**src/acp_pkg.sv**
```systemverilog
package acp_pkg;

    // ------------------------------------------------------------
    // register offsets
    // ------------------------------------------------------------
    localparam logic [7:0] ACP_REG_FMT = 8'h1B;
    localparam logic [7:0] ACP_REG_OFFSET = 8'h1C;
    localparam logic [7:0] ACP_REG_POL = 8'h1D;
    localparam logic [7:0] ACP_REG_BDIV = 8'h1E;

    // ------------------------------------------------------------
    // reset values
    // ------------------------------------------------------------
    localparam logic [7:0] ACP_FMT_RST = 8'h00;
    localparam logic [7:0] ACP_OFFSET_RST = 8'h00;
    localparam logic [7:0] ACP_POL_RST = 8'h00;
    localparam logic [7:0] ACP_BDIV_RST = 8'h01;

    // ------------------------------------------------------------
    // field positions, format register
    // ------------------------------------------------------------
    localparam int ACP_FMT_MODE_HI = 7;
    localparam int ACP_FMT_MODE_LO = 6;
    localparam int ACP_FMT_WIDTH_HI = 5;
    localparam int ACP_FMT_WIDTH_LO = 4;
    localparam int ACP_FMT_BCLK_MST = 3;
    localparam int ACP_FMT_WCLK_MST = 2;
    localparam int ACP_FMT_TDM = 1;
    localparam int ACP_FMT_TRISTATE = 0;

    // ------------------------------------------------------------
    // field positions, polarity and clocking register
    // ------------------------------------------------------------
    localparam int ACP_POL_PLL_EN = 7;
    localparam int ACP_POL_PLL_CODEC = 6;
    localparam int ACP_POL_REF_HI = 5;
    localparam int ACP_POL_REF_LO = 4;
    localparam int ACP_POL_BCLK_INV = 3;
    localparam int ACP_POL_WCLK_PULSE = 2;
    localparam int ACP_POL_CONT = 1;
    localparam int ACP_POL_CLKOUT = 0;

    // ------------------------------------------------------------
    // modes and selections
    // ------------------------------------------------------------
    typedef enum logic [1:0]
    {
        ACP_MODE_I2S = 2'h0,
        ACP_MODE_DSP = 2'h1,
        ACP_MODE_RJ = 2'h2,
        ACP_MODE_LJ = 2'h3
    } acp_mode_t;

    typedef enum logic [1:0]
    {
        ACP_REF_MCLK = 2'h0,
        ACP_REF_BCLK = 2'h1,
        ACP_REF_GPI = 2'h2
    } acp_ref_t;

    localparam logic [5:0] ACP_WORD_BITS = 6'h20;
    localparam logic [4:0] ACP_WORD_MSB = 5'h1F;
    localparam logic [9:0] ACP_I2S_DELAY = 10'h001;
    localparam logic [7:0] ACP_BDIV_MIN = 8'h02;

    function automatic logic [5:0] acp_width_bits(input logic [1:0] code);
        case (code)
            2'h0: acp_width_bits = 6'h10;
            2'h1: acp_width_bits = 6'h14;
            2'h2: acp_width_bits = 6'h18;
            default: acp_width_bits = 6'h20;
        endcase
    endfunction

    function automatic logic acp_in_slot(input logic [9:0] idx, input logic [9:0] start, input logic [5:0] w);
        acp_in_slot = (idx >= start) && (idx < start + 10'(w));
    endfunction

    function automatic logic [4:0] acp_slot_pos(input logic [9:0] idx, input logic [9:0] start);
        logic [9:0] diff;
        diff = idx - start;
        acp_slot_pos = diff[4:0];
    endfunction

endpackage

```
**src/acp_pin_sync.sv**
```systemverilog
`timescale 1ns/1ps
`default_nettype none

module acp_pin_sync
(
    input wire logic clk_sys,
    input wire logic reset_n,
    input wire logic pin,
    output logic level,
    output logic rise,
    output logic fall
);
    logic [2:0] sh_q;
    logic lvl_q;
    logic agree;

    // the first stage feeds only the second; a change counts once stages two and three agree
    assign agree = (sh_q[2] == sh_q[1]);

    always_ff @(posedge clk_sys)
    begin
        if (!reset_n)
        begin
            sh_q <= '0;
            lvl_q <= 1'b0;
        end
        else
        begin
            sh_q <= {sh_q[1:0], pin};
            if (agree)
                lvl_q <= sh_q[1];
        end
    end

    // newest settled value, so a level read at another pin's edge is not one sample late
    assign level = agree ? sh_q[1] : lvl_q;
    assign rise = agree && sh_q[1] && !lvl_q;
    assign fall = agree && !sh_q[1] && lvl_q;

endmodule

`default_nettype wire

```
**src/acp_serial_port.sv**
```systemverilog
// Overview of operation
// - The port frames data as left-justified, right-justified, I2S, DSP or TDM, with PCM carried in TDM.
// - Words go MSB first and are 16, 20, 24 or 32 bits long as chosen by bits 5:4 of the format register.
// - Word clock and bit clock are each independently driven by the device or taken from the far party.
// - The word clock marks frame start and is either a one-bit pulse or a square wave.
// - The word clock rate is the higher of the ADC and DAC sample rates.
// - A master bit clock comes from a divider in the bit clock divider register.
// - The first data bit is delayed from frame start by the bit count in the data offset register.
// - Bit 3 of the polarity register swaps the bit clock edges used for data in every mode.
// - With bit 0 of the format register set the data output floats on every bit without valid data.
// - A master interface that is powered down floats all of its pins.
// - Generated bit and word clocks run only while the ADC or DAC is powered or the continuous bit is set, and idle otherwise; clock out does not stop.
// - A continuous option keeps generated clocks running while the codec is powered down.
// - The reference clock is chosen from the master clock, bit clock or general purpose input pin.
// - An optional fractional multiplier makes the internal master clock.
// - The generated master clock can be driven out on a pin.
// - Internal clocks may come straight from the reference while the multiplier feeds only the output pin.
`timescale 1ns/1ps
`default_nettype none

module acp_serial_port
    import acp_pkg::*;
#(
    parameter logic [15:0] PLL_STEP = 16'h4000
)
(
    input wire logic clk_sys,
    input wire logic reset_n,
    input wire logic reg_wr_en,
    input wire logic reg_rd_en,
    input wire logic [7:0] reg_addr,
    input wire logic [7:0] reg_wdata,
    output logic [7:0] reg_rdata,
    input wire logic mclk_pin,
    input wire logic general_purpose_input_pin,
    input wire logic bclk_in,
    output logic bclk_out,
    output logic bclk_oe,
    input wire logic wclk_in,
    output logic wclk_out,
    output logic wclk_oe,
    input wire logic din_pin,
    output logic dout_out,
    output logic dout_oe,
    output logic clkout_out,
    output logic clkout_oe,
    input wire logic adc_pwr,
    input wire logic dac_pwr,
    input wire logic iface_pwr,
    input wire logic [9:0] adc_frame_div,
    input wire logic [9:0] dac_frame_div,
    input wire logic [31:0] adc_left,
    input wire logic [31:0] adc_right,
    output logic adc_taken,
    output logic [31:0] dac_left,
    output logic [31:0] dac_right,
    output logic dac_valid
);
    // ------------------------------------------------------------
    // pin synchronisers
    // ------------------------------------------------------------
    logic mclk_rise, gpi_rise, bclk_lvl, bclk_rise, bclk_fall, wclk_lvl, din_lvl;

    acp_pin_sync u_mclk (.clk_sys(clk_sys), .reset_n(reset_n), .pin(mclk_pin),
        .level(), .rise(mclk_rise), .fall());
    acp_pin_sync u_gpi (.clk_sys(clk_sys), .reset_n(reset_n), .pin(general_purpose_input_pin),
        .level(), .rise(gpi_rise), .fall());
    acp_pin_sync u_bclk (.clk_sys(clk_sys), .reset_n(reset_n), .pin(bclk_in),
        .level(bclk_lvl), .rise(bclk_rise), .fall(bclk_fall));
    acp_pin_sync u_wclk (.clk_sys(clk_sys), .reset_n(reset_n), .pin(wclk_in),
        .level(wclk_lvl), .rise(), .fall());
    acp_pin_sync u_din (.clk_sys(clk_sys), .reset_n(reset_n), .pin(din_pin),
        .level(din_lvl), .rise(), .fall());

    // ------------------------------------------------------------
    // registers
    // ------------------------------------------------------------
    logic [7:0] fmt_q, offs_q, pol_q, bdiv_q, rdata_q;

    always_ff @(posedge clk_sys)
    begin
        if (!reset_n)
        begin
            fmt_q <= ACP_FMT_RST;
            offs_q <= ACP_OFFSET_RST;
            pol_q <= ACP_POL_RST;
            bdiv_q <= ACP_BDIV_RST;
        end
        else if (reg_wr_en)
        begin
            case (reg_addr)
                ACP_REG_FMT: fmt_q <= reg_wdata;
                ACP_REG_OFFSET: offs_q <= reg_wdata;
                ACP_REG_POL: pol_q <= reg_wdata;
                ACP_REG_BDIV: bdiv_q <= reg_wdata;
                default: ;
            endcase
        end
    end

    always_ff @(posedge clk_sys)
    begin
        if (!reset_n)
            rdata_q <= '0;
        else if (reg_rd_en)
        begin
            case (reg_addr)
                ACP_REG_FMT: rdata_q <= fmt_q;
                ACP_REG_OFFSET: rdata_q <= offs_q;
                ACP_REG_POL: rdata_q <= pol_q;
                ACP_REG_BDIV: rdata_q <= bdiv_q;
                default: rdata_q <= '0;
            endcase
        end
    end

    assign reg_rdata = rdata_q;

    acp_mode_t mode;
    acp_ref_t ref_sel;
    logic [5:0] width;
    logic bclk_mst, wclk_mst, tdm, tri_en, pll_en, pll_codec, inv, pulse, cont, clkout_en;

    assign mode = acp_mode_t'(fmt_q[ACP_FMT_MODE_HI:ACP_FMT_MODE_LO]);
    assign width = acp_width_bits(fmt_q[ACP_FMT_WIDTH_HI:ACP_FMT_WIDTH_LO]);
    assign bclk_mst = fmt_q[ACP_FMT_BCLK_MST];
    assign wclk_mst = fmt_q[ACP_FMT_WCLK_MST];
    assign tdm = fmt_q[ACP_FMT_TDM];
    assign tri_en = fmt_q[ACP_FMT_TRISTATE];
    assign pll_en = pol_q[ACP_POL_PLL_EN];
    assign pll_codec = pol_q[ACP_POL_PLL_CODEC];
    assign ref_sel = acp_ref_t'(pol_q[ACP_POL_REF_HI:ACP_POL_REF_LO]);
    assign inv = pol_q[ACP_POL_BCLK_INV];
    assign pulse = pol_q[ACP_POL_WCLK_PULSE];
    assign cont = pol_q[ACP_POL_CONT];
    assign clkout_en = pol_q[ACP_POL_CLKOUT];

    // ------------------------------------------------------------
    // reference clock, multiplier and clock out
    // ------------------------------------------------------------
    logic ref_tick, pll_lock_q, pll_tick, codec_tick, clkout_q;
    logic [15:0] acc_q;
    logic [16:0] acc_sum;

    always_comb
    begin
        case (ref_sel)
            ACP_REF_MCLK: ref_tick = mclk_rise;
            ACP_REF_BCLK: ref_tick = bclk_rise;
            ACP_REF_GPI: ref_tick = gpi_rise;
            default: ref_tick = 1'b0;
        endcase
    end

    // fractional phase accumulator; only starts once the reference has been seen
    assign acc_sum = {1'b0, acc_q} + {1'b0, PLL_STEP};
    assign pll_tick = pll_lock_q && acc_sum[16];

    always_ff @(posedge clk_sys)
    begin
        if (!reset_n || !pll_en)
        begin
            pll_lock_q <= 1'b0;
            acc_q <= '0;
        end
        else
        begin
            if (ref_tick)
                pll_lock_q <= 1'b1;
            if (pll_lock_q)
                acc_q <= acc_sum[15:0];
        end
    end

    // clock out always follows the multiplier, so the codec may run straight off the reference
    assign codec_tick = pll_codec ? pll_tick : ref_tick;

    always_ff @(posedge clk_sys)
    begin
        if (!reset_n)
            clkout_q <= 1'b0;
        else if (pll_tick)
            clkout_q <= !clkout_q;
    end

    assign clkout_out = clkout_q;
    assign clkout_oe = clkout_en;

    // ------------------------------------------------------------
    // master frame and bit clock generation
    // ------------------------------------------------------------
    logic running, frame_wrap, m_frame, m_launch, m_capture, tick_run;
    logic [9:0] frame_len, frame_cnt_q, frame_cnt_d;
    logic [7:0] n_div, bdiv_cnt_q;
    logic bclk_q, wclk_q, frame_pend_q;

    assign running = adc_pwr || dac_pwr || cont;
    assign tick_run = codec_tick && running;
    assign frame_len = (adc_frame_div < dac_frame_div) ? adc_frame_div : dac_frame_div;
    assign frame_wrap = (frame_cnt_q >= frame_len - 10'h001);
    assign frame_cnt_d = frame_wrap ? '0 : frame_cnt_q + 10'h001;
    assign n_div = (bdiv_q < ACP_BDIV_MIN) ? ACP_BDIV_MIN : bdiv_q;
    assign m_frame = tick_run && frame_wrap;
    assign m_launch = tick_run && (frame_wrap || bdiv_cnt_q == n_div - 8'h01);
    assign m_capture = tick_run && !m_launch && (bdiv_cnt_q == (n_div >> 1) - 8'h01);

    always_ff @(posedge clk_sys)
    begin
        if (!reset_n)
        begin
            frame_cnt_q <= '0;
            bdiv_cnt_q <= '0;
        end
        else if (tick_run)
        begin
            frame_cnt_q <= frame_cnt_d;
            // the divider restarts with each frame so bit 0 lines up with the word clock
            bdiv_cnt_q <= m_launch ? '0 : bdiv_cnt_q + 8'h01;
        end
    end

    // ------------------------------------------------------------
    // edge events and frame detection
    // ------------------------------------------------------------
    logic launch_ev, capture_ev, first_lvl, pend, wclk_next, wclk_now, wprev_q;
    logic frame_ev, half_ev;

    assign launch_ev = bclk_mst ? m_launch : (inv ? bclk_rise : bclk_fall);
    assign capture_ev = bclk_mst ? m_capture : (inv ? bclk_fall : bclk_rise);
    assign first_lvl = (mode != ACP_MODE_I2S) || tdm;
    assign pend = frame_pend_q || m_frame;
    assign wclk_next = pulse ? (pend ? first_lvl : !first_lvl)
                             : ((frame_cnt_q < (frame_len >> 1)) ? first_lvl : !first_lvl);
    assign wclk_now = wclk_mst ? wclk_next : wclk_lvl;
    assign frame_ev = launch_ev && (wclk_now != wprev_q) && (wclk_now == first_lvl);
    assign half_ev = launch_ev && (wclk_now != wprev_q) && (wclk_now != first_lvl);

    always_ff @(posedge clk_sys)
    begin
        if (!reset_n)
        begin
            bclk_q <= 1'b0;
            wclk_q <= 1'b0;
            wprev_q <= 1'b0;
            frame_pend_q <= 1'b0;
        end
        else
        begin
            if (!running)
                bclk_q <= inv;
            else if (m_launch)
                bclk_q <= inv;
            else if (m_capture)
                bclk_q <= !inv;
            if (launch_ev)
            begin
                wclk_q <= wclk_next;
                wprev_q <= wclk_now;
                frame_pend_q <= 1'b0;
            end
            else if (m_frame)
                frame_pend_q <= 1'b1;
        end
    end

    // ------------------------------------------------------------
    // slot placement and data transfer
    // ------------------------------------------------------------
    logic [9:0] bit_idx_q, half_q, bit_n, dly, rj_adj, left_start, right_start;
    logic [31:0] tx_l_q, tx_r_q, rx_sh_q, rx_next, dac_l_q, dac_r_q;
    logic in_left, in_right, slot_valid_q, slot_right_q, dout_q, taken_q, dvalid_q;
    logic [4:0] slot_pos_q, pos_n;
    logic dsp_like;

    assign dsp_like = (mode == ACP_MODE_DSP) || tdm;
    assign dly = (mode == ACP_MODE_I2S && !tdm) ? ACP_I2S_DELAY : '0;
    assign rj_adj = (mode == ACP_MODE_RJ && !tdm) ? half_q - 10'(width) : '0;
    assign left_start = 10'(offs_q) + dly + rj_adj;
    assign right_start = dsp_like ? left_start + 10'(width) : left_start + half_q;
    assign bit_n = frame_ev ? '0 : ((bit_idx_q == '1) ? bit_idx_q : bit_idx_q + 10'h001);
    assign in_left = acp_in_slot(bit_n, left_start, width);
    assign in_right = !in_left && acp_in_slot(bit_n, right_start, width);
    assign pos_n = in_left ? acp_slot_pos(bit_n, left_start) : acp_slot_pos(bit_n, right_start);
    assign rx_next = {rx_sh_q[30:0], din_lvl};

    always_ff @(posedge clk_sys)
    begin
        if (!reset_n)
        begin
            bit_idx_q <= '1;
            half_q <= '0;
            slot_valid_q <= 1'b0;
            slot_right_q <= 1'b0;
            slot_pos_q <= '0;
            dout_q <= 1'b0;
            tx_l_q <= '0;
            tx_r_q <= '0;
            taken_q <= 1'b0;
        end
        else
        begin
            taken_q <= 1'b0;
            if (launch_ev)
            begin
                // saturate so a missing word clock never wraps into a false slot
                if (frame_ev || bit_idx_q != '1)
                    bit_idx_q <= bit_n;
                if (half_ev)
                    half_q <= bit_n;
                slot_valid_q <= in_left || in_right;
                slot_right_q <= in_right;
                slot_pos_q <= pos_n;
                if (frame_ev)
                begin
                    tx_l_q <= adc_left;
                    tx_r_q <= adc_right;
                    taken_q <= 1'b1;
                    dout_q <= in_left ? adc_left[ACP_WORD_MSB - pos_n] : 1'b0;
                end
                else if (in_left)
                    dout_q <= tx_l_q[ACP_WORD_MSB - pos_n];
                else if (in_right)
                    dout_q <= tx_r_q[ACP_WORD_MSB - pos_n];
                else
                    dout_q <= 1'b0;
            end
        end
    end

    always_ff @(posedge clk_sys)
    begin
        if (!reset_n)
        begin
            rx_sh_q <= '0;
            dac_l_q <= '0;
            dac_r_q <= '0;
            dvalid_q <= 1'b0;
        end
        else
        begin
            dvalid_q <= 1'b0;
            if (capture_ev && slot_valid_q)
            begin
                rx_sh_q <= rx_next;
                if (slot_pos_q == 5'(width - 6'h01))
                begin
                    if (slot_right_q)
                    begin
                        dac_r_q <= rx_next << (ACP_WORD_BITS - width);
                        dvalid_q <= 1'b1;
                    end
                    else
                        dac_l_q <= rx_next << (ACP_WORD_BITS - width);
                end
            end
        end
    end

    // ------------------------------------------------------------
    // pins
    // ------------------------------------------------------------
    assign bclk_out = bclk_q;
    assign wclk_out = wclk_q;
    assign bclk_oe = bclk_mst && iface_pwr;
    assign wclk_oe = wclk_mst && iface_pwr;
    assign dout_out = dout_q;
    assign dout_oe = iface_pwr && (slot_valid_q || !tri_en);
    assign adc_taken = taken_q;
    assign dac_left = dac_l_q;
    assign dac_right = dac_r_q;
    assign dac_valid = dvalid_q;
endmodule

`default_nettype wire

```
**config.mk**
```make
export PLATFORM = sky130hd
export DESIGN_NAME = acp_serial_port
export DESIGN_NICKNAME = d
export VERILOG_FILES = /design/src/acp_pkg.sv /design/src/acp_pin_sync.sv /design/src/acp_serial_port.sv
export SDC_FILE = /design/constraint.sdc
export NUM_CORES = 1
export LEC_CHECK = 0
export ABC_CLOCK_PERIOD_IN_PS = 10600
export BUFFER_PORTS_ARGS = -buffer_cell sky130_fd_sc_hd__buf_2
export CAP_MARGIN = 40
export CORE_MARGIN = 10
export CORE_UTILIZATION = 32
export DETAILED_ROUTE_END_ITERATION = 8
export SLEW_MARGIN = 20
export SYNTH_ARGS = -nofsm -noshare
export SYNTH_HDL_FRONTEND = slang
export SYNTH_SLANG_ARGS = --single-unit
export TNS_END_PERCENT = 20
```
**constraint.sdc**
```tcl
create_clock -name clk_sys -period 10.6 [get_ports clk_sys]
set_input_delay 1.06 -clock clk_sys [delete_from_list [all_inputs] [get_ports clk_sys]]
set_output_delay 1.06 -clock clk_sys [all_outputs]
set_load 0.005 [all_outputs]
```
After elaboration in Yosys (flattened, before gate mapping):

Index checks and enable logic that the tools add are counted.

* add/sub/neg operators: 18
* $lt $le $gt $ge: 9
* eq/ne operators: 24
* shift-type cells: 1
* multiplexer cells: 39
* bitwise operators: 2
* reductions and logical operators: 65

Operators by type and width (count)
* 10-bit two-way mux: 6
* 8-bit by 5-bit == test with 1-bit output, second input constant: 4
* 8-bit one-hot mux with 4 select lines: 1
* 32-bit by 6-bit << shifter with 32-bit output: 1
* 10-bit >= comparator: 3
* 10-bit < comparator: 3
* 1-bit logical AND: 26
* 1-bit two-way mux: 24
* 10-bit by 1-bit adder with 10-bit output, second input constant: 2
* 10-bit by 6-bit adder with 10-bit output: 2
* 6-bit one-hot mux with 3 select lines: 1
* 16-bit by 15-bit adder with 17-bit output, second input constant: 1
* 8-bit == test: 2
* 8-bit two-way mux: 2
* 2-bit AND reduction: 8
* 1-bit binary-select mux with 5-bit select: 3
* 1-bit zero test: 13
* 10-bit adder: 1
* 9-bit by 10-bit adder with 10-bit output: 1
* 10-bit == test, second input constant: 1
* 1-bit logical OR: 10
* 10-bit by 9-bit < comparator with 1-bit output: 1
* 10-bit != test, second input constant: 1
* 10-bit by 1-bit subtractor with 10-bit output, second input constant: 1
* 24 further kinds: 40

* register bits: 289
* input port bits: 112
* output and inout port bits: 82
* word-level logic and storage cells: 195

Longest topological paths before layout:

Gate-level depths: netlist (run 1).

* depth in word-level cells: 24
* depth in mapped cells: 41
* mapped depth without buffers: 39

Modules after synthesis:

A second synthesis (run 1) with hierarchy kept.

* cells, all modules: 1896
* area total of the unflattened synthesis: 16565.9 µm²

Modules (own cells, without submodules)
* acp_serial_port: instances 1, cells an instance 1821, area each 15727.6 µm², sequential area each 5104.9 µm²
* acp_pin_sync: instances 5, cells an instance 15, area each 167.7 µm², sequential area each 80.1 µm²

Worst setup path after synthesis (run 1):

OpenSTA, ideal clock, no wires.

* path kind: input port to flip-flop
* start point: input port dac_frame_div[4]
* end point: register dout_q (netlist: dout_out)
* setup time: 0.131 ns
* arrival: 10.148 ns
* required time: 10.469 ns
* path slack: 0.321 ns
* stages on the path: 38
* path buffers: 4
* path through: inv_1 -> ha_1 -> a21oi_1 -> a211oi_1 -> a2111oi_4 -> and2_4 -> buf_6 -> clkbuf_1 -> nor2_1 -> a21oi_1 -> and4b_1 -> nand3_1 -> xnor2_1 -> ha_1 -> and4_1 -> a221o_1 -> a41o_1 -> a211o_1 -> [2 not listed] -> nor2_2 -> nor2_1 -> ha_1 -> a2111oi_0 -> nand2_1 -> a31oi_1 -> o31ai_1 -> nor2_1 -> mux2_2 -> ha_1 -> clkbuf_1 -> buf_1 -> mux4_2 -> mux4_2 -> nand2_1 -> a21oi_1 -> o41ai_1 -> a31oi_1

* longest elaborated chain between the ends: 22
* elaborated cells on any way between the ends: 41
* those cells by class: add/sub (4); order compare (7); eq/ne (2); mux (18); reduce/logical (10)

RTL lines
* start, declared: line acp_serial_port.sv:51 `input wire logic [9:0] dac_frame_div,`
* 10-bit < comparator: line acp_serial_port.sv:199 `assign frame_len = (adc_frame_div < dac_frame_div) ? adc_frame_div : dac_frame_div;`
* 10-bit two-way mux *: line acp_serial_port.sv:199
* 10-bit by 1-bit subtractor with 10-bit output: line acp_serial_port.sv:200 `assign frame_wrap = (frame_cnt_q >= frame_len - 10'h001);`
* 10-bit >= comparator: line acp_serial_port.sv:200
* 1-bit logical AND: line acp_serial_port.sv:203 `assign m_frame = tick_run && frame_wrap;`
* 1-bit logical OR: line acp_serial_port.sv:231 `assign pend = frame_pend_q || m_frame;`
* 1-bit two-way mux (2 in a row): line acp_serial_port.sv:232 `assign wclk_next = pulse ? (pend ? first_lvl : !first_lvl)`
* 1-bit two-way mux: line acp_serial_port.sv:234 `assign wclk_now = wclk_mst ? wclk_next : wclk_lvl;`
* [4 not listed]
* named net bit_n[7]: line acp_serial_port.sv:269 `logic [9:0] bit_idx_q, half_q, bit_n, dly, rj_adj, left_start, right_start;`
* [1 not listed]
* 1-bit logical AND: line acp_pkg.sv:76 `acp_in_slot = (idx >= start) && (idx < start + 10'(w));`
* 5-bit two-way mux: line acp_serial_port.sv:283 `assign pos_n = in_left ? acp_slot_pos(bit_n, left_start) : acp_slot_pos(bit_n, right_start);`
* 5-bit subtractor: line acp_serial_port.sv:318, acp_serial_port.sv:321, acp_serial_port.sv:323
* 1-bit binary-select mux with 5-bit select: line acp_serial_port.sv:323 `dout_q <= tx_r_q[ACP_WORD_MSB - pos_n];`
* 1-bit two-way mux (not written as such): line acp_serial_port.sv:323
* 1-bit two-way mux: line acp_serial_port.sv:322 `else if (in_right)`
* 1-bit two-way mux: line acp_serial_port.sv:320 `else if (in_left)`
* 1-bit two-way mux *: line acp_serial_port.sv:313 `if (frame_ev)`
* end signal, assigned: line acp_serial_port.sv:318 `dout_q <= in_left ? adc_left[ACP_WORD_MSB - pos_n] : 1'b0;`
* end signal, assigned: line acp_serial_port.sv:321 `dout_q <= tx_l_q[ACP_WORD_MSB - pos_n];`
* end signal, assigned: line acp_serial_port.sv:323
* end, declared: line acp_serial_port.sv:271 `logic in_left, in_right, slot_valid_q, slot_right_q, dout_q, taken_q, dvalid_q;`

Mark *: on every way through the listed nets, which the timed path passes. The rest lies on a longest branch. The select of a mux whose other input is x is not followed.
A chain may end at the register's enable or synchronous reset.

Worst setup path in the final report (run 1):

* start point: input port adc_frame_div[4]
* end point: register dout_q (netlist: dout_out)

* longest elaborated chain between the ends: 22
* elaborated cells on any way between the ends: 41
* those cells by class: add/sub (4); order compare (7); eq/ne (2); mux (18); reduce/logical (10)

RTL lines
* start, declared: line acp_serial_port.sv:50 `input wire logic [9:0] adc_frame_div,`
* 10-bit < comparator: line acp_serial_port.sv:199
* 10-bit two-way mux *: line acp_serial_port.sv:199
* 10-bit by 1-bit subtractor with 10-bit output: line acp_serial_port.sv:200
* 10-bit >= comparator: line acp_serial_port.sv:200
* 1-bit logical AND: line acp_serial_port.sv:203
* 1-bit logical OR: line acp_serial_port.sv:231
* 1-bit two-way mux (2 in a row): line acp_serial_port.sv:232
* 1-bit two-way mux: line acp_serial_port.sv:234
* [4 not listed]
* named net bit_n[7]: line acp_serial_port.sv:269
* [1 not listed]
* 1-bit logical AND: line acp_pkg.sv:76
* 5-bit two-way mux: line acp_serial_port.sv:283
* 5-bit subtractor: line acp_serial_port.sv:318, acp_serial_port.sv:321, acp_serial_port.sv:323
* 1-bit binary-select mux with 5-bit select: line acp_serial_port.sv:323
* 1-bit two-way mux (not written as such): line acp_serial_port.sv:323
* 1-bit two-way mux: line acp_serial_port.sv:322
* 1-bit two-way mux: line acp_serial_port.sv:320
* 1-bit two-way mux *: line acp_serial_port.sv:313

Marks and branches as above.

==> impl_metrics.csv, run 1 <==
group,metric,value,unit
synthesis,ys_types,85,
drt,drt_wl_total,48600,um
worst_hold_path,hold_path_end,"u_mclk.sh_q[1]",
sta,setup_violations,0,
worst_hold_path,min_path_type,"register to register",
layout,nets,2304,
clock_tree,post-cts-setup-buffers,0,
worst_hold_path,min_from,"u_mclk.sh_q[0]",
critical_path,cp_max_fo,25,
drt,first_pass_iters,6,
global_routing,gr-total-overflow,0,
power,peakVddDrop,0.0996,mV
place,hpwl,35700,um
synthesis,ys_ff_latch,275,
synthesis,syn_nets,2172,
synthesis,synth_ff_type,"dfxtp_1",
critical_path,start_kind,"input pin",
global_routing,grt_pass1_wl,76300,um
sta,max_slew_margin,0.437,
critical_path,end_kind,"register",
die,core-area,50400,um^2
die,dieArea,60600,um^2
place,post-place-ws,61.9,ps
sta,period_share,0.939,
power,leakage,7.46,nW
clock_tree,cts_made_buffers,34,
power,p_per_area,133,nW/um^2
clock_tree,cts.htree.levels,2,
critical_path,crit_type,"input pin to register",
sta,fmax,0.100,GHz
critical_path,reg2reg_setup_slack,2160,ps
run_status,status,"complete, no violations",
clock_tree,cts_buffer_depth,3,
critical_path,critical_path_arrival,10360,ps
sta,drv_slew,0,
worst_hold_path,min_path_cells,1,
layout,nFillCells,5115,
drt,via_per_inst,5.35,
synthesis,synthArstFlopShare,0,
sta,fin_worst_skew,19.3,ps
critical_path,r2r-start,"fmt_q[4]",
place,gp_congestion,0.859,
drt,vias,14800,
sta,hold_violations,0,
die,fp-row-count,82,
sta,fin_crit,9950,ps
global_routing,grt_use_total,0.153,
critical_path,rr_worst_depth,31,
sta,tns,0,ps
synthesis,yosys_warnings,0,
critical_path,r2r_end,"dout_out",
run,drv_cap,0,
critical_path,timing.critical_path.mode_cell,"ha_1",
sta,postLayoutSetupSlackWorst,649,ps
synthesis,avgSynthCellArea,8.41,um^2
clock_tree,ctsRootBufferMaster,"clkbuf_16",
clock_tree,clk_pin_slew,60,ps
critical_path,cpPeakStageDelay,540,ps
global_routing,grt_start_max_net_pins,90,
clock_tree,clock_sinks,275,
drt,drt-initial-drc-count,1087,
clock_tree,worstSkewPairLatency,550,ps
global_routing,grt_pass1_vias,14000,
place,port_buffers,193,
global_routing,antenna_found_initial,3,
sta,rsz0062_at_grt,"false",
die,die_y,246,um
die,initial_core_util,0.325,
clock_tree,cts_tree,"built",
layout,layout_commonest_cell,"dfxtp_1",
layout,layout_common_cells,"275 x dfxtp_1, 192 x buf_2, 188 x a21oi_1",
drt,drc,0,
drt,antenna_left,0,
synthesis,synth_cells,1944,
synthesis,ys_seq_area_frac,0.337,
sta,tightest_slew,833,ps
synthesis,synthesis.area,16400,um^2
critical_path,slowest_stage,"mux4_2",
layout,syn_to_final_growth,16.6,%
drt,wl_per_cell,17.5,um
layout,drive_gt1_frac,0.168,
die,die_w,246,um
critical_path,cp_data_required_time,11010,ps
die,top_level_ports,194,
synthesis,synth-edff-count,0,
==> metrics by stage <==
| stage | cells | hold slack [ps] | area (um^2) | power (mW) | utilization |
|---|---|---|---|---|---|
| final | 2775 | 435 | 19100 | 2.54 | 0.379 |
| after global routing | 2775 | 450 | 19100 | 2.64 | 0.379 |
| after CTS | 2771 | 441 | 19000 | 2.56 | 0.377 |
| after detailed placement | 2710 | 425 | 17800 | 1.34 | 0.354 |
| after global placement | 2707 | 423 | 17800 | 1.33 | 0.353 |
| after floorplan | 1944 | 412 | 16400 | 1.25 | - |
==> cell type report <==
| type | count | area (um^2) | share of cell area |
|---|---|---|---|
| Timing Repair Buffer | 219 | 1220 | 0.0642 |
| Sequential cell | 275 | 5510 | 0.289 |
| Clock inverter | 18 | 246 | 0.0129 |
| Antenna cell | 2 | 5.00 | 0.000262 |
| Tap cell | 672 | 841 | 0.0441 |
| Multi-Input combinational cell | 1474 | 10100 | 0.528 |
| Clock buffer | 43 | 916 | 0.0480 |
| Inverter | 72 | 273 | 0.0143 |
==> routing by layer <==
metal	track usage	share of wire	routed length [um]	vias to the layer above
li1	-	-	-	7283
met1	0.202	0.45	21900	7029
met2	0.246	0.46	22600	464
met3	0.0344	0.065	3150	63
met4	0.0430	0.020	986	0
met5	0	0	0	-
==> where the power goes <==
| group | internal, mW | leakage, nW | switching (mW) | total (mW) |
|---|---|---|---|---|
| logic | 0.119 | 4.67 | 0.160 | 0.279 |
| registers | 1.04 | 2.22 | 0.00314 | 1.04 |
| clock network | 0.742 | 0.568 | 0.476 | 1.22 |
==> how the worst max path moves through the flow <==
stage	endpoint	cells after the start	slack, ps	from
floorplan	dout_out	38	320	dac_frame_div[4]
global placement	dout_out	37	500	adc_frame_div[4]
detailed placement	dout_out	35	60	adc_frame_div[4]
CTS	dout_out	35	610	adc_frame_div[4]
global route	dout_out	40	50	dac_frame_div[4]
finish	dout_out	35	650	adc_frame_div[4]
==> cells in the mapped netlist, drive strengths merged, types with 5 or more instances <==
| library cell | n | area, um^2 |
|---|---|---|
| o31ai | 6 | 58.8 |
| a31oi | 16 | 100 |
| nand3 | 171 | 868 |
| xor2 | 34 | 298 |
| a211oi | 18 | 150 |
| o21ai | 190 | 955 |
| nor3 | 26 | 130 |
| buf | 47 | 259 |
| or3 | 7 | 43.8 |
| nand2b | 15 | 93.8 |
| o22ai | 10 | 62.6 |
| mux4 | 30 | 676 |
| o21a | 10 | 76.3 |
| nand4 | 11 | 68.8 |
| nand3b | 6 | 57.6 |
| xnor2 | 44 | 385 |
| clkbuf | 76 | 292 |
| fa | 7 | 140 |
| and3 | 23 | 144 |
| nand2 | 167 | 627 |
| o211ai | 9 | 81.3 |
| nor2b | 17 | 106 |
| o2111ai | 5 | 43.8 |
| o221ai | 5 | 43.8 |
| nor4 | 5 | 31.3 |
| or2 | 8 | 50.1 |
| inv | 72 | 270 |
| dfxtp | 275 | 5510 |
| nor2 | 131 | 494 |
| and2 | 29 | 184 |
| a21oi | 188 | 941 |
| ha | 109 | 1360 |
| nor3b | 6 | 56.3 |
| a21o | 16 | 120 |
| mux2i | 72 | 721 |
| mux2 | 13 | 146 |
| a222oi | 8 | 80.1 |
==> cell families after synthesis <==
logic type                 after synthesis  synth area share
and+or+nand+nor                        639             0.190
DFF                                    275             0.337
AOI/OAI and AO/OA                      520             0.190
buffers and inverters                  195            0.0502
xor gates and xnor gates                80            0.0445
adders and majority gates              120            0.0945
muxes                                  115            0.0943
==> worst max-delay path, delay by kind of cell <==
| family | cells | cell delay [ps] |
|---|---|---|
| compound gates | 15 | 3600 |
| simple gates | 8 | 1760 |
| mux | 4 | 1730 |
| fa+ha+maj | 5 | 1610 |
| buf+inv | 2 | 450 |
| xor+xnor | 1 | 160 |
==> registers in the layout (all words and copies together) (netlist names), 2 cells and up <==
| register | count |
|---|---|
| slot_pos_q | 5 |
| u_mclk.sh_q | 3 |
| dac_right | 32 |
| rx_sh_q | 31 |
| frame_cnt_q | 10 |
| u_gpi.sh_q | 3 |
| u_wclk.sh_q | 3 |
| reg_rdata | 8 |
| bit_idx_q | 10 |
| offs_q | 8 |
| tx_r_q | 32 |
| bdiv_cnt_q | 8 |
| half_q | 10 |
| u_bclk.sh_q | 3 |
| u_din.sh_q | 3 |
| fmt_q | 8 |
| bdiv_q | 8 |
| tx_l_q | 32 |
| acc_q | 2 |
| dac_left | 32 |
| pol_q | 8 |
==> what timing repair did <==
item / CTS / global route
hold buffers: 0 / 0
setup endpoints to repair: 0 / 1
gates resized for setup: 0 / 1
Power figures use the tool's default switching activity.
==> run 2, diff against run 1 <==
- BUFFER_PORTS_ARGS: -buffer_cell sky130_fd_sc_hd__buf_2 -> not set
- CTS_CLUSTER_SIZE: not set -> 8
- DONT_BUFFER_PORTS: not set -> 1
==> impl_metrics.csv, run 2 (synthesis gave the netlist of run 1 again) <==
group,metric,value,unit
clock_tree,post-cts-setup-buffers,0,
layout,nets,2120,
clock_tree,cts_made_buffers,41,
die,top_level_ports,194,
global_routing,gr-total-overflow,0,
die,fp-row-count,82,
critical_path,crit_cells,36,
drt,drc,0,
sta,rsz0062_at_grt,"false",
critical_path,critical_path_arrival,10350,ps
global_routing,gr-usage-met2,0.247,
layout,layout_commonest_cell,"dfxtp_1",
run,drv_cap,0,
layout,syn_to_final_growth,10.2,%
die,initial_core_util,0.325,
sta,tightest_slew,840,ps
clock_tree,hold_buffers,0,
layout,nFillCells,5171,
place,port_buffers,0,
drt,wl_per_cell,18.7,um
critical_path,crit_type,"input pin to register",
global_routing,grt_start_max_net_pins,120,
critical_path,slowest_stage,"mux4_2",
global_routing,grt_use_total,0.153,
run_status,status,"complete, no violations",
global_routing,antenna_found_initial,1,
place,gp_congestion,0.921,
critical_path,cp_max_fo,25,
critical_path,critPathTopFamily,"compound AO/OA/AOI/OAI gates",
die,core-area,50400,um^2
drt,drt_wl_total,48100,um
sta,max_slew_margin,0.440,
clock_tree,worstSkewPairLatency,550,ps
critical_path,timing.critical_path.mode_cell,"ha_1",
sta,setup_violations,0,
clock_tree,clock_sinks,275,
critical_path,end_kind,"register",
drt,via_per_inst,5.48,
clock_tree,ctsRootBufferMaster,"clkbuf_16",
die,die_w,246,um
critical_path,start_kind,"input pin",
layout,drive_gt1_frac,0.0806,
global_routing,grt_pass1_wl,75700,um
worst_hold_path,min_path_type,"register to register",
clock_tree,cts_buffer_depth,3,
clock_tree,ctsResizeCount,0,
sta,hold_violations,0,
critical_path,path_buf_inv,3,
sta,fmax,0.101,GHz
sta,tns,0,ps
clock_tree,clk_pin_slew,50,ps
critical_path,cpPeakStageDelay,540,ps
global_routing,grt.met1_usage,0.200,
global_routing,grt_pass1_vias,13600,
power,p_per_area,136,nW/um^2
global_routing,grt_busiest_layer,"met2",
die,die_y,246,um
die,dieArea,60600,um^2
sta,drv_slew,0,
layout,fin_area,18000,um^2
layout,num_antenna_cells,0,
clock_tree,cts_tree,"built",
power,peakVddDrop,0.0935,mV
place,dp.cells,2518,
critical_path,cp_data_required_time,11030,ps
drt,vias,14100,
place,placed_area,16900,um^2
global_routing,gr-usage-met3,0.0351,
sta,period_share,0.936,
critical_path,rr_worst_depth,31,
layout,layout_common_cells,"275 x dfxtp_1, 188 x a21oi_1, 170 x nand3_1",
clock_tree,cts.htree.levels,2,
drt,first_pass_iters,6,
sta,holdWs,434,ps
drt,antenna_left,0,
worst_hold_path,min_path_cells,1,
sta,fin_worst_skew,21.7,ps
drt,drt-initial-drc-count,1112,
layout,stdcell_count,2570,
sta,fin_crit,9920,ps
place,hpwl,35100,um
power,leakage,6.54,nW
==> run 2: cell types whose count changed in the layout (fill, tap and decap cells not counted), sizes merged <==
cell / change
inv: -3
bufinv: -5
clkinvlp: -2
buf: -192
clkinv: -6
clkbuf: +5
diode: -2
==> run 2: metal layers <==
metal / part of all wire / up-vias
met2: 0.46 / 424
met1: 0.44 / 6698
met3: 0.072 / 66
met5: 0 / -
met4: 0.021 / 0
li1: - / 6883
==> run 2: worst paths after layout <==
check                         from       endpoint  slack, ps
hold reg to reg      u_din.sh_q[0]  u_din.sh_q[1]        430
hold / removal       u_din.sh_q[0]  u_din.sh_q[1]        430
setup / recovery  dac_frame_div[4]       dout_out        680
setup reg to reg          fmt_q[4]       dout_out       2030
==> run 2: final cells by class <==
class / instances / area (um^2) / area share
inverters: 72 / 275 / 0.0153
clock buffers: 47 / 1090 / 0.0604
flip-flops and latches: 275 / 5510 / 0.305
well taps: 672 / 841 / 0.0466
multi-input cells: 1474 / 10100 / 0.557
repair buffers: 28 / 243 / 0.0135
clock inverters: 2 / 25.0 / 0.00139
==> run 2: report_power, final <==
group	internal (mW)	leakage, nW	switching [mW]
registers	1.04	2.22	0.00343
logic	0.102	3.77	0.134
clock network	0.713	0.547	0.459
total	1.86	6.54	0.597
==> run 2: stage by stage <==
stage          total power, mW  utilization  setup slack [ps]
6_report                  2.45        0.358               679
5_1_grt                   2.56        0.358              51.6
3_3_place_gp              1.29        0.334               478
4_1_cts                   2.49        0.357               713
2_1_floorplan             1.25            -               321
3_5_place_dp              1.30        0.335               137
==> run 3, diff against run 2 <==
- ABC_CLOCK_PERIOD_IN_PS: 10600 -> 9600
- CORE_UTILIZATION: 32 -> 55
- PLACE_DENSITY: not set -> 0.7
- SLEW_MARGIN: 20 -> not set
- clock period: 10.6 -> 9.6 ns (I/O delays scaled with it)
==> impl_metrics.csv, run 3 (synthesis gave the netlist of run 1 again) <==
group,metric,value,unit
run_status,status,"complete, no violations",
critical_path,start_kind,"input pin",
power,switching_share,0.243,
drt,drt_wl_total,45600,um
clock_tree,cts.htree.levels,2,
sta,tightest_slew,927,ps
place,gp_congestion,0.905,
place,dp.cells,2247,
critical_path,slowest_stage,"fa_1",
drt,wl_per_cell,19.9,um
layout,layout_commonest_cell,"dfxtp_1",
power,p_per_area,151,nW/um^2
clock_tree,ctsRootBufferMaster,"clkbuf_16",
critical_path,crit_type,"input pin to register",
die,fp-row-count,63,
critical_path,cp_data_required_time,9970,ps
sta,hold_violations,0,
layout,nFillCells,2625,
clock_tree,hold_buffers,0,
critical_path,timing.critical_path.mode_cell,"ha_1",
critical_path,r2r_end,"dout_out",
global_routing,grt_pass1_wl,72300,um
critical_path,r2r-start,"fmt_q[4]",
worst_hold_path,min_path_cells,1,
drt,antenna_left,0,
worst_hold_path,hold_path_end,"u_wclk.sh_q[1]",
layout,stdcell_count,2293,
global_routing,antenna_found_initial,0,
global_routing,grt_use_total,0.236,
clock_tree,ctsResizeCount,0,
drt,via_per_inst,6.23,
drt,drc,0,
critical_path,reg2reg_setup_slack,1460,ps
critical_path,cp_max_fo,25,
global_routing,grt_start_max_net_pins,120,
die,initial_core_util,0.555,
drt,vias,14300,
layout,num_antenna_cells,0,
sta,drv_slew,0,
die,die_y,192,um
power,peakVddDrop,0.130,mV
power,p_int,2.03,mW
clock_tree,post-cts-setup-buffers,0,
global_routing,gr-total-overflow,0,
die,die_w,192,um
critical_path,rr_worst_depth,30,
die,core-area,29500,um^2
layout,drive_gt1_frac,0.0867,
worst_hold_path,min_path_type,"register to register",
die,dieArea,37000,um^2
run,drv_cap,0,
sta,tns,0,ps
critical_path,cpPeakStageDelay,530,ps
clock_tree,clk_pin_slew,50,ps
power,seq_power_share,0.431,
clock_tree,clock_sinks,275,
sta,fin_worst_skew,26.4,ps
clock_tree,worstSkewPairLatency,540,ps
clock_tree,cts_made_buffers,40,
critical_path,end_kind,"register",
sta,setup_violations,0,
power,p_sw,0.651,mW
place,hpwl,32900,um
sta,period_share,0.944,
place,port_buffers,0,
layout,layout_common_cells,"275 x dfxtp_1, 185 x a21oi_1, 170 x nand3_1",
global_routing,grt_pass1_vias,13400,
power,clock_power_share,0.467,
layout,nets,2127,
clock_tree,cts_buffer_depth,3,
drt,drt-initial-drc-count,1195,
sta,fmax,0.110,GHz
worst_hold_path,min_from,"u_wclk.sh_q[0]",
critical_path,critical_path_arrival,9430,ps
sta,max_slew_margin,0.382,
clock_tree,cts_tree,"built",
layout,syn_to_final_growth,8.38,%
sta,rsz0062_at_grt,"false",
sta,fin_crit,9060,ps
power,leakage,6.56,nW
drt,first_pass_iters,6,
power,pwr-share-comb,0.103,
die,top_level_ports,194,
[run 3: changes by cell type in the layout (fill, tap and decap cells not counted), sizes merged]
cell,change
clkbuf,-5
buf,+9
clkinv,-1
inv,+2
[run 3: cell type report]
| type | instances | area (um^2) | area share |
|---|---|---|---|
| sequential | 275 | 5510 | 0.311 |
| tap | 390 | 488 | 0.0275 |
| multi-input combinational | 1474 | 10100 | 0.568 |
| inverter | 72 | 273 | 0.0154 |
| timing repair buffer | 36 | 317 | 0.0179 |
| clock inverter | 3 | 45.0 | 0.00254 |
| clock buffer | 43 | 1030 | 0.0582 |
[run 3: worst max-delay path: cells and delay by family]
kind / cells / cell delay [ps]
AO/OA/AOI/OAI: 14 / 3070
XOR/XNOR: 1 / 160
adder cells (fa/ha/maj): 5 / 1590
buffers and inverters: 4 / 650
multiplexers: 3 / 1300
AND/OR/NAND/NOR: 10 / 1680
[run 3: how the worst max path moves through the flow]
stage / from / end / slack, ps / cells after the start
2_1_floorplan: dac_frame_div[4] / dout_out / 90 / 38
3_3_place_gp: dac_frame_div[4] / dout_out / 60 / 36
3_5_place_dp: dac_frame_div[4] / dout_out / -80 / 36
4_1_cts: dac_frame_div[4] / dout_out / 450 / 36
5_1_grt: dac_frame_div[9] / dout_out / 20 / 35
6_report: dac_frame_div[4] / dout_out / 540 / 37
[run 3: power groups by stage]
stage               Sequential [mW]  Clock [mW]  Combinational, mW
finish                         1.15        1.25              0.275
CTS                            1.15        1.27              0.273
global route                   1.15        1.31              0.305
global placement               1.18           0              0.267
floorplan                      1.17           0              0.213
detailed placement             1.18           0              0.272
[run 3: metal layers]
metal,vias up,wire length [um],share of wire,GRT usage
li1,6904,-,-,-
met1,6786,19800,0.44,0.319
met2,542,20700,0.45,0.369
met3,61,4270,0.094,0.0623
met4,0,816,0.018,0.0555
met5,-,0,0,0
[run 3: through the flow]
stage	power, mW	util	cell area, um^2	hold slack (ps)	worst slack [ps]
4_1_cts	2.69	0.601	17700	440	450
5_1_grt	2.77	0.601	17700	454	22.9
6_report	2.68	0.601	17700	439	538
2_1_floorplan	1.39	-	16400	412	88.7
3_3_place_gp	1.44	0.562	16600	415	61.9
3_5_place_dp	1.45	0.565	16600	427	-84.0
